[config.mk]
export PLATFORM = sky130hd
export DESIGN_NAME = rx_loop_code_alarm_status
export DESIGN_NICKNAME = d
export VERILOG_FILES = /design/src/design/rx_alarm_pkg.sv /design/src/design/rx_loop_code_alarm_status.sv /design/src/design/bit_sync.sv /design/src/design/loop_code_detector.sv
export SDC_FILE = /design/constraint.sdc
export NUM_CORES = 1
export LEC_CHECK = 0
export BUFFER_PORTS_ARGS = -buffer_cell sky130_fd_sc_hd__buf_2
export CORE_MARGIN = 2
export CORE_UTILIZATION = 41
export CTS_CLUSTER_DIAMETER = 30
export CTS_CLUSTER_SIZE = 10
export DETAILED_ROUTE_END_ITERATION = 8
export PLACE_DENSITY_LB_ADDON = 0.08
export SLEW_MARGIN = 20
export SYNTH_ARGS = -nofsm -noshare
export SYNTH_HDL_FRONTEND = slang
export SYNTH_SLANG_ARGS = --single-unit
export TNS_END_PERCENT = 1
[constraint.sdc]
create_clock -name sys_clk -period 2.8 [get_ports sys_clk]
set_clock_uncertainty 0.1 [all_clocks]
set_input_delay 0.56 -clock sys_clk [delete_from_list [all_inputs] [get_ports sys_clk]]
set_output_delay 0.56 -clock sys_clk [all_outputs]
set_load 0.005 [all_outputs]
[src/design/rx_alarm_pkg.sv]
/*
  Shared constants for the receive loop-code and alarm status block:
  register offsets, status bit positions, mode codes, reset values and timing.
  Assumes nothing of its surroundings; imported whole by every design module.
*/
package rx_alarm_pkg;

  // Register bus widths.
  localparam int ADDR_W = 3;
  localparam int DATA_W = 8;

  // Register offsets on the plain register port.
  localparam logic [ADDR_W-1:0] REG_CTRL     = 3'h0;  // Loop-code mode select, bits 1:0.
  localparam logic [ADDR_W-1:0] REG_IRQ_EN   = 3'h1;  // Interrupt enables, status layout.
  localparam logic [ADDR_W-1:0] REG_STATUS   = 3'h2;  // Live receive alarm status, read only.
  localparam logic [ADDR_W-1:0] REG_PEND     = 3'h3;  // Sticky change flags, cleared by a read.
  localparam logic [ADDR_W-1:0] REG_PEND_CLR = 3'h4;  // Write-only, a one clears that flag.

  // Status bit positions, shared by status, enable and pending registers.
  localparam int STAT_W   = 4;
  localparam int BIT_PRBS = 0;
  localparam int BIT_LOS  = 1;
  localparam int BIT_AIS  = 2;
  localparam int BIT_LOOP = 3;

  // Loop-code mode select codes; 01 and 10 are both manual.
  localparam logic [1:0] MODE_OFF  = 2'h0;
  localparam logic [1:0] MODE_AUTO = 2'h3;

  // Values after reset.
  localparam logic [1:0]        CTRL_RESET   = 2'h0;
  localparam logic [STAT_W-1:0] IRQ_EN_RESET = 4'h0;
  localparam logic [STAT_W-1:0] STAT_RESET   = 4'h0;

  // Loop codes: one mark in every five bits up, one in every three bits down.
  localparam int UP_LEN   = 5;
  localparam int DOWN_LEN = 3;

  // Persistence time of a loop code and its count of system clock cycles.
  localparam int unsigned CLK_HZ           = 50_000_000;
  localparam int unsigned LOOP_HOLD_S      = 5;
  localparam int unsigned LOOP_HOLD_CYCLES = LOOP_HOLD_S * CLK_HZ;

  // Loop-code control states.
  typedef enum logic [1:0] {
    LOOP_OFF,
    LOOP_MANUAL,
    LOOP_AUTO_UP,
    LOOP_AUTO_LOOPED
  } loop_state_t;

endpackage

[src/design/rx_loop_code_alarm_status.sv]
/*
  Receive loop-code and alarm status block of one line channel, with its
  register port, change flags and interrupt request.
  Assumes the alarm detectors and the recovered bit strobe arrive as pins
  from another clock domain; the register master runs on sys_clk.
*/
`timescale 1ns/10ps
module rx_loop_code_alarm_status
  import rx_alarm_pkg::*;
#(
  parameter int unsigned HOLD_CYCLES = LOOP_HOLD_CYCLES
) (
  input  wire logic              sys_clk,
  input  wire logic              nrst,
  input  wire logic              clk_en,
  input  wire logic [ADDR_W-1:0] addr,
  input  wire logic [DATA_W-1:0] wdata,
  input  wire logic              wr,
  input  wire logic              rd,
  output logic      [DATA_W-1:0] rdata,
  input  wire logic              rx_bit_stb,
  input  wire logic              rx_bit_data,
  input  wire logic              all_ones_detect,
  input  wire logic              signal_lost_detect,
  input  wire logic              prbs_lock_detect,
  output logic                   remote_loopback,
  output logic                   irq
);

  typedef struct packed {
    logic [1:0]        mode;
    loop_state_t       state;
    logic [STAT_W-1:0] irq_en;
    logic [STAT_W-1:0] stat;
    logic [STAT_W-1:0] pend;
    logic              stb_prev;
    logic              loopback;
    logic              irq;
    logic [DATA_W-1:0] rdata;
  } top_state_t;

  top_state_t        s;
  top_state_t        next_s;
  logic [1:0]        rst_pipe;
  logic              rst_n;
  logic [4:0]        pins_sync;
  logic              bit_stb;
  logic              restart;
  logic              ctrl_wr;
  logic [1:0]        mode_eff;
  logic              up_seen;
  logic              down_seen;
  logic [STAT_W-1:0] change;

  // Release the asynchronous reset through two flops.
  always_ff @(posedge sys_clk or negedge nrst) begin
    if (!nrst) begin
      rst_pipe <= 2'h0;
    end else begin
      rst_pipe <= {rst_pipe[0], 1'b1};
    end
  end
  assign rst_n = rst_pipe[1];

  // Bring the pin inputs into the sys_clk domain.
  bit_sync #(
    .WIDTH (5)
  ) u_pin_sync (
    .sys_clk  (sys_clk),
    .rst_n    (rst_n),
    .clk_en   (clk_en),
    .async_in ({rx_bit_stb, rx_bit_data, all_ones_detect, signal_lost_detect, prbs_lock_detect}),
    .sync_out (pins_sync)
  );

  // One pulse per received bit, taken from the rising edge of the synchronised strobe.
  assign bit_stb  = pins_sync[4] & ~s.stb_prev;
  assign ctrl_wr  = wr && (addr == REG_CTRL);
  assign mode_eff = ctrl_wr ? wdata[1:0] : s.mode;
  assign restart  = ctrl_wr && (wdata[1:0] != s.mode);

  // Code persistence timing; restarted whenever the mode changes.
  loop_code_detector #(
    .HOLD_CYCLES (HOLD_CYCLES)
  ) u_loop_det (
    .sys_clk   (sys_clk),
    .rst_n     (rst_n),
    .clk_en    (clk_en),
    .restart   (restart),
    .bit_stb   (bit_stb),
    .bit_val   (pins_sync[3]),
    .up_seen   (up_seen),
    .down_seen (down_seen)
  );

  // Next state: register writes, loop-code control, status, change flags and read data.
  always_comb begin
    next_s          = s;
    next_s.stb_prev = pins_sync[4];
    next_s.mode     = mode_eff;
    if (wr && (addr == REG_IRQ_EN)) begin
      next_s.irq_en = wdata[STAT_W-1:0];
    end
    next_s.stat[BIT_LOOP] = 1'b0;
    next_s.loopback       = 1'b0;
    if (mode_eff == MODE_OFF) begin
      next_s.state = LOOP_OFF;
    end else if (mode_eff != MODE_AUTO) begin
      next_s.state          = LOOP_MANUAL;
      next_s.stat[BIT_LOOP] = (s.state == LOOP_MANUAL) && (up_seen || down_seen);
    end else begin
      case (s.state)
        LOOP_AUTO_UP: begin
          if (up_seen) begin
            next_s.state          = LOOP_AUTO_LOOPED;
            next_s.stat[BIT_LOOP] = 1'b1;
            next_s.loopback       = 1'b1;
          end
        end
        LOOP_AUTO_LOOPED: begin
          if (down_seen) begin
            next_s.state = LOOP_AUTO_UP;
          end else begin
            next_s.stat[BIT_LOOP] = 1'b1;
            next_s.loopback       = 1'b1;
          end
        end
        default: begin
          next_s.state = LOOP_AUTO_UP;
        end
      endcase
    end
    next_s.stat[BIT_AIS]  = pins_sync[2];
    next_s.stat[BIT_LOS]  = pins_sync[1];
    next_s.stat[BIT_PRBS] = pins_sync[0];
    change                = next_s.stat ^ s.stat;
    next_s.pend           = s.pend;
    if (rd && (addr == REG_PEND)) begin
      next_s.pend = '0;
    end
    if (wr && (addr == REG_PEND_CLR)) begin
      next_s.pend = next_s.pend & ~wdata[STAT_W-1:0];
    end
    next_s.pend  = next_s.pend | change;
    next_s.irq   = |(next_s.pend & next_s.irq_en);
    next_s.rdata = 8'h00;
    if (rd) begin
      case (addr)
        REG_CTRL:   next_s.rdata = {6'h00, s.mode};
        REG_IRQ_EN: next_s.rdata = {4'h0, s.irq_en};
        REG_STATUS: next_s.rdata = {4'h0, s.stat};
        REG_PEND:   next_s.rdata = {4'h0, s.pend};
        default:    next_s.rdata = 8'h00;
      endcase
    end
  end

  // Register all state; frozen while the clock enable is low.
  always_ff @(posedge sys_clk or negedge rst_n) begin
    if (!rst_n) begin
      s.mode     <= CTRL_RESET;
      s.state    <= LOOP_OFF;
      s.irq_en   <= IRQ_EN_RESET;
      s.stat     <= STAT_RESET;
      s.pend     <= STAT_RESET;
      s.stb_prev <= 1'b0;
      s.loopback <= 1'b0;
      s.irq      <= 1'b0;
      s.rdata    <= 8'h00;
    end else if (clk_en) begin
      s <= next_s;
    end
  end

  assign rdata           = s.rdata;
  assign remote_loopback = s.loopback;
  assign irq             = s.irq;

  logic [STAT_W-1:0] live_pins;
  assign live_pins = {1'b0, pins_sync[2:0]};
endmodule

[src/design/bit_sync.sv]
/*
  Two-flop synchroniser for a group of independent level inputs.
  Assumes a synchronised active-low reset copy, used as an asynchronous reset, and a clock enable from the top.
*/
`timescale 1ns/10ps
module bit_sync
  import rx_alarm_pkg::*;
#(
  parameter int WIDTH = 5
) (
  input  wire logic             sys_clk,
  input  wire logic             rst_n,
  input  wire logic             clk_en,
  input  wire logic [WIDTH-1:0] async_in,
  output logic      [WIDTH-1:0] sync_out
);

  typedef struct packed {
    logic [WIDTH-1:0] meta;
    logic [WIDTH-1:0] stable;
  } sync_state_t;

  sync_state_t s;
  sync_state_t next_s;

  // The first stage feeds only the second stage.
  always_comb begin
    next_s        = s;
    next_s.meta   = async_in;
    next_s.stable = s.meta;
  end

  // Register the stages; frozen while the clock enable is low.
  always_ff @(posedge sys_clk or negedge rst_n) begin
    if (!rst_n) begin
      s <= '0;
    end else if (clk_en) begin
      s <= next_s;
    end
  end

  assign sync_out = s.stable;

endmodule

[src/design/loop_code_detector.sv]
/*
  Loop-up and loop-down code detector on the synchronised receive bit stream.
  Assumes one bit_stb pulse per received bit and a restart pulse on mode change.
*/
`timescale 1ns/10ps
module loop_code_detector
  import rx_alarm_pkg::*;
#(
  parameter int unsigned HOLD_CYCLES = LOOP_HOLD_CYCLES
) (
  input  wire logic sys_clk,
  input  wire logic rst_n,
  input  wire logic clk_en,
  input  wire logic restart,
  input  wire logic bit_stb,
  input  wire logic bit_val,
  output logic      up_seen,
  output logic      down_seen
);

  localparam int CNT_W = $clog2(HOLD_CYCLES + 1);
  localparam logic [CNT_W-1:0] HOLD = CNT_W'(HOLD_CYCLES);

  typedef struct packed {
    logic [UP_LEN-1:0] shift;
    logic [2:0]        fill;
    logic [CNT_W-1:0]  up_cnt;
    logic [CNT_W-1:0]  down_cnt;
    logic              up_seen;
    logic              down_seen;
  } det_state_t;

  det_state_t s;
  det_state_t next_s;
  logic       up_match;
  logic       down_match;

  // A window holds one of the codes when it carries exactly one mark.
  assign up_match   = (s.fill >= 3'(UP_LEN)) && $onehot(s.shift);
  assign down_match = (s.fill >= 3'(DOWN_LEN)) && $onehot(s.shift[DOWN_LEN-1:0]);

  // Shift in bits and time how long each code has been present without a break.
  always_comb begin
    next_s = s;
    if (bit_stb) begin
      next_s.shift = {s.shift[UP_LEN-2:0], bit_val};
      if (s.fill != 3'(UP_LEN)) begin
        next_s.fill = s.fill + 3'h1;
      end
    end
    if (!up_match) begin
      next_s.up_cnt  = '0;
      next_s.up_seen = 1'b0;
    end else if (s.up_cnt != HOLD) begin
      next_s.up_cnt = s.up_cnt + 1'b1;
    end else begin
      next_s.up_seen = 1'b1;
    end
    if (!down_match) begin
      next_s.down_cnt  = '0;
      next_s.down_seen = 1'b0;
    end else if (s.down_cnt != HOLD) begin
      next_s.down_cnt = s.down_cnt + 1'b1;
    end else begin
      next_s.down_seen = 1'b1;
    end
    if (restart) begin
      next_s = '0;
    end
  end

  // Register the detector state.
  always_ff @(posedge sys_clk or negedge rst_n) begin
    if (!rst_n) begin
      s <= '0;
    end else if (clk_en) begin
      s <= next_s;
    end
  end

  assign up_seen   = s.up_seen;
  assign down_seen = s.down_seen;

endmodule

==> flow_summary_export.csv, run 1 <==
group,metric,value,unit
run_status,status,"completed",
die,io_pins,31,
die,std_cell_rows,42,
detailed_routing,antenna_left,0,
yosys,synth_xor_area_share,6.801,%
detailed_routing,wl_met1,5.864,mm
cts,cts-root-buf,"clkbuf_16",
cts,cts.sinks,101,
die,fp.dieW,120.2,µm
yosys,synth_fa_ha_area_share,3.118,%
yosys,synthFlopType,"dfrtp_1",
yosys,synth_top_family_by_area,"simple AND/OR/NAND/NOR gates",
yosys,ys_types,67,
cts,cts_buffers,9,
cts,htreeDepth,3,
cts,tritoncts,"built",
final_layout,final_nets,621,
sta,slew_violations,0,
final_layout,multiInputGateArea,2775,µm²
cts,clock_latency,360,ps
power,power,3.858,mW
yosys,synth_edf_count,0,
detailed_routing,wl_per_cell,15.35,µm
sta,slew_headroom,39.33,%
power,p_clk_share,31.1,%
global_route,grt_first_pass_wirelength,20.82,mm
yosys,ys_ff_latch,101,
placement,hpwl,8.422,mm
placement,port_buffers,22,
placement,postPlaceCellArea,5837,µm²
cts,postCtsSetupBuffers,0,
yosys,async_flop_share,100.0,%
sta,final-hold-violation-count,0,
critical_path,r2r_start,"u_loop_det.s[61]",
yosys,synth_compound_area_share,9.783,%
power,pwr-share-comb,23.2,%
sta,finalCriticalPeriod,2589,ps
cts,cts_buffer_depth,2,
critical_path,critPathLaunchType,"flop",
critical_path,endpoint_kind,"flop",
detailed_routing,vias,4146,
power,p_seq_share,45.7,%
detailed_routing,dr_wl_met3,310,µm
power,p_sw_share,32.93,%
yosys,synthMuxAreaShare,6.530,%
global_route,grt_start_max_net_pins,70,
power,p_int,2.588,mW
yosys,synth_seq_area_share,45.64,%
final_layout,antenna_cells,0,
power,p_per_area,628.7,nW/µm²
final_layout,area_delta_synth_final,10.82,%
yosys,yosysWarnings,0,
detailed_routing,wl_met2,5.471,mm
die,initial_core_util,41.82,%
detailed_routing,drt-initial-drc-count,280,
cts,clk_pin_slew,70,ps
critical_path,crit_start,"u_loop_det.s[61]",
final_layout,regArea,2531,µm²
yosys,syn_area,5538,µm²
job,drv_cap,0,
global_route,grt_pass1_vias,4142,
yosys,syn-instance-count,564,
sta,finalCritPeriodShare,92.45,%
yosys,syn_area_per_cell,9.819,µm²
min_path,hp-class,"flop to flop",
critical_path,critPathMaxFanout,4,
sta,tightest_slew,910.0,ps
detailed_routing,vias_per_cell,5.391,
global_route,grt_use_total,18.07,%
global_route,overflow,0,
final_layout,fin_util,46.34,%
critical_path,crit_required,2940,ps
die,die-area,14450,µm²
final_layout,final_area,6137,µm²
min_path,hold_start,"rst_pipe[0]",
detailed_routing,drc,0,
final_layout,layout-drive-gt1-share,15.18,%
critical_path,worst-setup-path-type,"flop to flop",
power,ir_drop,371.3,µV
global_route,antenna_found_initial,0,
final_layout,nFillCells,1299,
sta,max_clock_freq,386.3,MHz
die,core,13240,µm²
detailed_routing,drt_first_pass_iters,4,
critical_path,cp.arrival,2730,ps
die,die_h,120.2,µm
detailed_routing,top_layer,"met4",
yosys,synthSimpleGateAreaFrac,23.47,%
sta,setup_viol,0,
placement,globalplace.congestion,0.8144,
detailed_routing,routed_wl,11.81,mm
power,total_leakage_power,2.573,nW
power,power_switching,1.271,mW
-- power by group through the flow --
stage | clock network, mW | registers [mW] | logic [mW]
2_1_floorplan | 0 | 1.75 | 0.628
3_3_place_gp | 0 | 1.78 | 0.869
3_5_place_dp | 0 | 1.79 | 0.892
4_1_cts | 1.25 | 1.76 | 0.900
5_1_grt | 1.31 | 1.79 | 1.04
6_report | 1.20 | 1.76 | 0.896
-- worst paths after layout --
kind / endpoint / slack [ps] / cells after the start
worst max-delay path: u_loop_det.s[57] / 210 / 9
worst min register to register: rst_pipe[1] / 260 / 0
min in group asynchronous: u_loop_det.s[5] / 380 / 0
worst min-delay path: rst_pipe[1] / 260 / 0
worst max register to register: u_loop_det.s[57] / 210 / 9
max in group asynchronous: u_loop_det.s[40] / 1440 / 1
-- cell usage in the layout (no fill, tap or decap), types with 3 or more instances in the layout --
cell type / instances
inv_1: 22
mux2_2: 23
fa_1: 3
nor4b_1: 3
and4_1: 7
o31ai_1: 6
clkbuf_16: 9
ha_1: 9
or3_1: 4
a21oi_1: 18
xor2_1: 34
and3_1: 11
nor2b_1: 5
xnor2_1: 9
buf_2: 22
or4_1: 7
nand2_1: 52
nand4_1: 18
a31oi_1: 8
dfrtp_1: 100
buf_4: 12
o22ai_1: 3
nor3_1: 17
o21ai_0: 26
nor4_1: 5
nor2_1: 59
mux2i_1: 5
conb_1: 5
nand3_1: 32
o2bb2ai_1: 4
-- registers in the layout (all words and copies together) (netlist names) --
register	flops
u_pin_sync.next_s	5
u_loop_det.up_seen	1
s	17
u_pin_sync.sync_out	5
u_loop_det.s	64
rdata	4
u_loop_det.down_seen	1
remote_loopback	1
irq	1
rst_pipe	2
-- cell families (layout without fill, tap and decap cells) --
logic type / Yosys count / in the layout
compound gates: 85 / 85
xor+xnor: 43 / 43
fa+ha+maj: 12 / 12
buf+inv: 50 / 76
flops: 101 / 101
mux: 30 / 30
other cells: 2 / 5
simple gates: 241 / 241
-- synthesized netlist by cell type, types with 2 or more instances --
| library cell | number | area [µm²] |
|---|---|---|
| a211oi_1 | 2 | 15.01 |
| a21o_1 | 2 | 15.01 |
| a21oi_1 | 19 | 95.09 |
| a22o_1 | 2 | 17.52 |
| a22oi_1 | 2 | 15.01 |
| a31oi_1 | 8 | 50.05 |
| and2_1 | 2 | 12.51 |
| and3_1 | 11 | 68.82 |
| and4_1 | 7 | 61.31 |
| and4bb_2 | 2 | 25.02 |
| buf_1 | 2 | 7.510 |
| buf_2 | 2 | 10.01 |
| buf_4 | 9 | 67.56 |
| buf_6 | 2 | 22.52 |
| clkbuf_1 | 11 | 41.29 |
| conb_1 | 2 | 7.510 |
| dfrtp_1 | 101 | 2527 |
| fa_1 | 3 | 60.06 |
| ha_1 | 9 | 112.6 |
| inv_1 | 22 | 82.58 |
| mux2_2 | 23 | 259.0 |
| mux2i_1 | 5 | 50.05 |
| mux4_1 | 2 | 52.55 |
| nand2_1 | 52 | 195.2 |
| nand3_1 | 32 | 160.2 |
| nand4_1 | 18 | 112.6 |
| nor2_1 | 59 | 221.5 |
| nor2b_1 | 5 | 31.28 |
| nor3_1 | 17 | 85.08 |
| nor4_1 | 5 | 31.28 |
| nor4b_1 | 3 | 26.28 |
| nor4bb_1 | 2 | 20.02 |
| o21a_1 | 2 | 15.01 |
| o21ai_0 | 26 | 130.1 |
| o22ai_1 | 3 | 18.77 |
| o2bb2ai_1 | 4 | 35.03 |
| o31ai_1 | 6 | 45.04 |
| or3_1 | 4 | 25.02 |
| or4_1 | 7 | 52.55 |
| xnor2_1 | 9 | 78.83 |
| xor2_1 | 34 | 297.8 |
-- what timing repair did --
item | in CTS | in global routing
gates resized for setup | 0 | 2
hold buffers | 1 | 0
endpoints found under the hold margin | 2 | 0
setup endpoints to repair | 0 | 15
-- per-layer routing --
metal / track usage [%] / vias to the layer above
met3: 4.151 / 12
li1: - / 2051
met5: 0 / -
met1: 25.18 / 2038
met4: 5.596 / 0
met2: 28.16 / 45
-- critical path, cell delays in order (launching register included) --
cell,delay (ps)
dfrtp_1,400
ha_1,330
fa_1,390
inv_1,70
fa_1,410
nand4_1,140
nor2_1,90
nand2_1,170
o21ai_0,110
mux2_2,270
-- metrics by stage --
step / setup TNS [ps] / setup slack [ps] / hold slack, ps / instances
global route: -8.697 / -8.697 / 282.0 / 769
global placement: 0 / 187.1 / 240.9 / 752
finish: 0 / 211.3 / 256.8 / 769
floorplan: 0 / 201.5 / 164.4 / 567
CTS: 0 / 134.0 / 262.3 / 769
detailed placement: 0 / 154.3 / 238.8 / 752
-- layout make-up --
class	instances	area share, %
Clock inverter	7	0.9378
Inverter	23	1.407
Multi-Input combinational cell	416	45.22
Tap cell	176	3.588
Sequential cell	101	41.24
Timing Repair Buffer	37	3.935
Clock buffer	9	3.670
Power figures use the tool's default switching activity.
==> run 2: changes to the inputs <==
Settings changed: BUFFER_PORTS_ARGS -buffer_cell sky130_fd_sc_hd__buf_2 to unset, DONT_BUFFER_PORTS set to 1.
==> run 2 against run 1 <==
  * Sequential power about the same
  * Die area unchanged
  * Largest power group unchanged
  * Final cell count decreased by 3.5%
  * Setup slack improved by 36 ps
  * Critical path depth unchanged
==> flow_summary_export.csv, run 2 (synthesis gave the netlist of run 1 again) <==
group,metric,value,unit
critical_path,crit_required,2940,ps
global_route,top_usage_layer,"met2",
cts,cts_buffers,9,
cts,htreeDepth,3,
placement,port_buffers,0,
placement,hpwl,8.103,mm
power,p_per_area,636.9,nW/µm²
sta,setup_tns,0,ps
cts,clk_pin_slew,70,ps
die,die-area,14450,µm²
power,ir_drop,323.6,µV
final_layout,finalNonFillerCells,742,
critical_path,crit_chain,"ha_1 > fa_1 > inv_1 > fa_1 > nand4_1 > nor2_1 > nand2_1 > o21ai_0 > mux2_2",
min_path,hp-class,"flop to async pin",
placement,place_ws,165.1,ps
job,drv_cap,0,
final_layout,final_area,5992,µm²
sta,slew_headroom,53.84,%
placement,dp_cells,725,
placement,globalplace.congestion,0.8174,
final_layout,regArea,2531,µm²
power,power,3.816,mW
cts,cts_buffer_depth,2,
final_layout,final_nets,594,
sta,setup_viol,0,
critical_path,critPathLaunchType,"flop",
cts,tritoncts,"built",
global_route,grt_use_met3,4.151,%
detailed_routing,drc,0,
cts,cts.sinks,101,
final_layout,largest_register_ffs,64,
critical_path,slowest_delay,410,ps
detailed_routing,wl_per_cell,15.82,µm
die,die_h,120.2,µm
critical_path,cp.arrival,2700,ps
critical_path,path_buf_inv,1,
sta,slew_violations,0,
detailed_routing,drt-initial-drc-count,267,
sta,finalCriticalPeriod,2552,ps
die,std_cell_rows,42,
detailed_routing,routed_wl,11.74,mm
global_route,antenna_found_initial,0,
die,core,13240,µm²
die,initial_core_util,41.82,%
global_route,grt_start_max_net_pins,67,
cts,clock_latency,360,ps
cts,postCtsSetupBuffers,0,
final_layout,layout_common_cells,"dfrtp_1 (100), nor2_1 (59), nand2_1 (52)",
global_route,grt_use_met2,28.23,%
critical_path,endpoint_kind,"flop",
final_layout,regMostFlops,"u_loop_det.s",
detailed_routing,drt_first_pass_iters,4,
final_layout,reg_top3,"u_loop_det.s x64, s x17",
placement,postPlaceCellArea,5689,µm²
sta,max_clock_freq,391.8,MHz
critical_path,cpMostUsedCell,"fa_1",
detailed_routing,vias,4061,
sta,final-hold-violation-count,0,
sta,tightest_slew,687.1,ps
global_route,overflow,0,
final_layout,layout-drive-gt1-share,11.31,%
die,fp.dieW,120.2,µm
global_route,grt_pass1_vias,4039,
critical_path,critPathMaxFanout,4,
die,io_pins,31,
detailed_routing,antenna_left,0,
sta,rsz0062_at_grt,"no",
critical_path,worst-setup-path-type,"flop to flop",
power,total_leakage_power,2.459,nW
final_layout,nFillCells,1311,
global_route,grt_first_pass_wirelength,20.74,mm
final_layout,layout_commonest_cell,"dfrtp_1",
sta,finalCritPeriodShare,91.16,%
sta,setup_ws,247.7,ps
cts,cts-root-buf,"clkbuf_16",
final_layout,antenna_cells,0,
global_route,met1_usage,24.82,%
detailed_routing,vias_per_cell,5.473,
critical_path,path_delay_family,"adder cells",
critical_path,critPathSlowestCell,"fa_1",
run_status,status,"completed",
global_route,grt_use_total,17.96,%
final_layout,area_delta_synth_final,8.202,%
final_layout,multiInputGateArea,2780,µm²
## run 2: changes by cell type in the layout (fill, tap and decap cells not counted)
cell        before  now
buf_2           22    0
buf_4           12    8
buf_6            1    0
clkinv_4         2    3
clkinvlp_4       2    1
nor3_1          17   16
nor3_2           1    2
## run 2: stage by stage
stage | util (%) | hold WS (ps)
5_1_grt | 45.25 | 191.7
6_report | 45.25 | 191.2
4_1_cts | 45.18 | 182.7
2_1_floorplan | - | 164.4
3_5_place_dp | 42.96 | 164.5
3_3_place_gp | 42.96 | 164.5
## run 2: what timing repair did
| item | in CTS | in global routing |
|---|---|---|
| resized for setup | 0 | 2 |
| endpoints found under the setup margin | 0 | 12 |
| hold endpoints to repair | 2 | 0 |
| hold buffers | 1 | 0 |
## run 2: worst paths after layout
check	from	end	slack [ps]	depth (start not counted)
min in group sys_clk	wdata[2]	s[21]	240	1
max in group asynchronous	rst_pipe[1]	u_loop_det.s[40]	1690	1
worst max register to register	u_loop_det.s[61]	u_loop_det.s[57]	250	9
worst max-delay path	u_loop_det.s[61]	u_loop_det.s[57]	250	9
worst min-delay path	rst_pipe[1]	u_pin_sync.next_s[0]	190	0
worst min register to register	rst_pipe[1]	u_pin_sync.next_s[0]	190	0
## run 2: final cells by class
class                      count  share of cell area (%)
clock inverter                 7                  0.9814
tap                          176                   3.675
sequential                   101                   42.24
multi-input combinational    416                   46.40
timing repair buffer          10                   1.503
inverter                      23                   1.441
clock buffer                   9                   3.759
## run 2: layer usage
metal / up-vias / wire (µm)
met3: 15 / 408
met2: 60 / 5460
met4: 0 / 148
li1: 1997 / -
met5: - / 0
met1: 1989 / 5723
## run 2: power by group
group          total, mW  internal, mW  switching (mW)
logic              0.852         0.355           0.497
registers           1.75          1.60           0.147
clock network       1.22         0.616           0.601
==> run 3: changes to the inputs <==
Settings changed: ABC_AREA set to 1.
==> run 3 against run 2 <==
  * Die area rose by 16%
  * Sequential share of layout area fell by 5.9 points
  * Clock power rose by 9%
  * Register-to-register slack got worse by 70 ps
  * Area after synthesis rose by 16%
  * Synthesized cell count rose by 55%
  * Total power rose by 3.6%
  * Core utilization rose by 0.35 points
  * Critical path type unchanged
  * Largest cell class unchanged
  * Highest routed layer unchanged
==> flow_summary_export.csv, run 3 <==
group,metric,value,unit
final_layout,regMostFlops,"u_loop_det.s",
run_status,status,"completed",
sta,slew_violations,0,
detailed_routing,drt_first_pass_iters,5,
sta,finalCritPeriodShare,93.71,%
detailed_routing,drc,0,
yosys,syn-instance-count,873,
global_route,grt_start_max_net_pins,51,
sta,setup_tns,0,ps
final_layout,regArea,2531,µm²
placement,port_buffers,0,
yosys,yosysTopAreaCell,"dfrtp_1",
detailed_routing,wl_per_cell,15.15,µm
die,die-area,16730,µm²
global_route,grt_pass1_vias,5429,
yosys,yosysWarnings,0,
yosys,ys_types,45,
yosys,synthFlopType,"dfrtp_1",
critical_path,crit_required,2990,ps
yosys,synth_edf_count,0,
die,fp.dieW,129.4,µm
global_route,antenna_found_initial,0,
final_layout,nFillCells,1545,
min_path,hp-class,"input pin to flop",
sta,max_clock_freq,381.1,MHz
sta,final-hold-violation-count,0,
sta,setup_viol,0,
detailed_routing,top_layer,"met4",
yosys,synth_top_area_share,39.23,%
critical_path,critPathMaxFanout,19,
global_route,grt_first_pass_wirelength,27.48,mm
detailed_routing,antenna_left,0,
global_route,overflow,0,
cts,htreeDepth,3,
yosys,ys_ff_latch,101,
cts,cts-root-buf,"clkbuf_16",
critical_path,endpoint_kind,"flop",
final_layout,multiInputGateArea,3293,µm²
power,p_per_area,568.4,nW/µm²
final_layout,reg_top3,"u_loop_det.s x64, s x17",
placement,hpwl,11.66,mm
final_layout,area_delta_synth_final,8.002,%
cts,tritoncts,"built",
die,std_cell_rows,45,
critical_path,ff2ff_setup_slack,180,ps
detailed_routing,routed_wl,16.42,mm
critical_path,cp.arrival,2810,ps
final_layout,layout-drive-gt1-share,8.706,%
die,initial_core_util,42.22,%
sta,slew_headroom,47.70,%
yosys,synth.most_common_cell,"nand2_1",
global_route,grt_use_total,20.83,%
power,ir_drop,407.1,µV
final_layout,final_nets,901,
critical_path,worst-setup-path-type,"flop to flop",
final_layout,layout_common_cells,"nand2_1 (210), dfrtp_1 (100), inv_1 (97)",
yosys,synth_seq_area_share,39.23,%
final_layout,antenna_cells,0,
detailed_routing,vias_per_cell,5.179,
cts,cts_buffers,9,
job,drv_cap,0,
yosys,syn_area_per_cell,7.380,µm²
die,io_pins,31,
critical_path,critPathLaunchType,"flop",
sta,finalCriticalPeriod,2624,ps
detailed_routing,drt-initial-drc-count,382,
cts,cts.sinks,101,
sta,rsz0062_at_grt,"no",
detailed_routing,wl_met1,7.749,mm
yosys,syn_area,6442,µm²
final_layout,finalNonFillerCells,1084,
cts,postCtsSetupBuffers,0,
placement,globalplace.congestion,0.9249,
die,core,15260,µm²
cts,clk_pin_slew,70,ps
placement,dp_cells,1066,
yosys,synth_area_leaders,"dfrtp_1 (39%), nand2_1 (12%), inv_1 (5.7%), nand3_1 (5.5%), nor2_1 (4.8%)",
final_layout,largest_register_ffs,64,
cts,clock_latency,360,ps
cts,cts_buffer_depth,2,
detailed_routing,dr_wl_met3,613,µm
detailed_routing,wl_met2,7.802,mm
yosys,synthTopCellsByCount,"nand2_1 (212), dfrtp_1 (101), inv_1 (97), nor2_1 (83), nand3_1 (71)",
detailed_routing,vias,5614,
die,die_h,129.4,µm
power,total_leakage_power,2.813,nW
final_layout,layout_commonest_cell,"nand2_1",
sta,tightest_slew,778.5,ps
yosys,async_flop_share,100.0,%
run 3: cell types whose count changed after synthesis, sizes merged, moves of 9 or more:
cell   delta
nand2   +162
inv      +87
o21ai    +49
nand3    +45
nor3     +42
nor2     +26
mux2     -23
o22ai    +11
and3     -10
a21oi     -9
xor2      -9
run 3: path summary, 6_finish.rpt:
path / start / end / cells past startpoint
hold / removal: clk_en / s[24] / 1
max in group asynchronous: rst_pipe[1] / u_loop_det.s[53] / 1
min in group asynchronous: rst_pipe[1] / rdata[3] / 0
hold reg to reg: rst_pipe[1] / rdata[3] / 0
setup reg to reg: u_loop_det.s[61] / u_loop_det.s[36] / 12
setup / recovery: u_loop_det.s[61] / u_loop_det.s[36] / 12
run 3: stage by stage:
stage / cell area (µm²) / power [mW] / setup WS [ps] / util, % / hold slack (ps)
CTS: 6924 / 3.980 / 83.91 / 45.38 / 182.9
finish: 6958 / 3.955 / 176.0 / 45.60 / 200.4
global route: 6958 / 4.223 / 8.618 / 45.60 / 181.7
global placement: 6604 / 2.618 / 121.8 / 43.28 / 164.5
floorplan: 6455 / 2.391 / 251.6 / - / 164.4
detailed placement: 6604 / 2.633 / 107.4 / 43.28 / 164.5
run 3: logic make-up after synthesis:
kind of cell | after synthesis | synth area share (%)
xor+xnor | 32 | 4.350
compound gates | 113 | 10.86
flops | 101 | 39.23
buf+inv | 142 | 9.963
simple gates | 471 | 32.80
other cells | 2 | 0.1166
fa+ha+maj | 12 | 2.680
run 3: report_power, final:
group          total [mW]  internal [mW]  switching (mW)  leakage, nW
clock network        1.33          0.726           0.601        0.151
logic               0.927          0.310           0.617         1.32
registers            1.70           1.59           0.111         1.35
total                3.95           2.63            1.33         2.81
run 3: per-layer routing:
layer | GRT usage (%) | vias up
met5 | 0 | -
met4 | 6.969 | 0
met3 | 4.046 | 22
met2 | 33.72 | 101
met1 | 28.12 | 2663
li1 | - | 2828
run 3: worst max-delay path: stages, from the launching register on:
cell and delay (ps):
dfrtp_1 380, ha_1 310, fa_1 390, inv_1 80
fa_1 410, nand2_1 80, nor2_1 50, nand2_2 120
o21ai_4 80, nand2_2 140, buf_12 170, nand3_1 90
a21oi_2 130
run 3: repair_timing:
item                       in CTS  in global routing
setup endpoints to repair       0                 10
hold endpoints to repair        2                  0
hold buffers                    1                  0
resized for setup               0                  3
run 3: area by class of cell:
type                    count  share of cell area (%)
inverters                 109                   6.060
clock buffers              10                   3.435
repair buffers             14                   1.978
flip-flops and latches    101                   36.38
clock inverters             6                   1.025
multi-input cells         633                   47.33
well taps                 211                   3.794
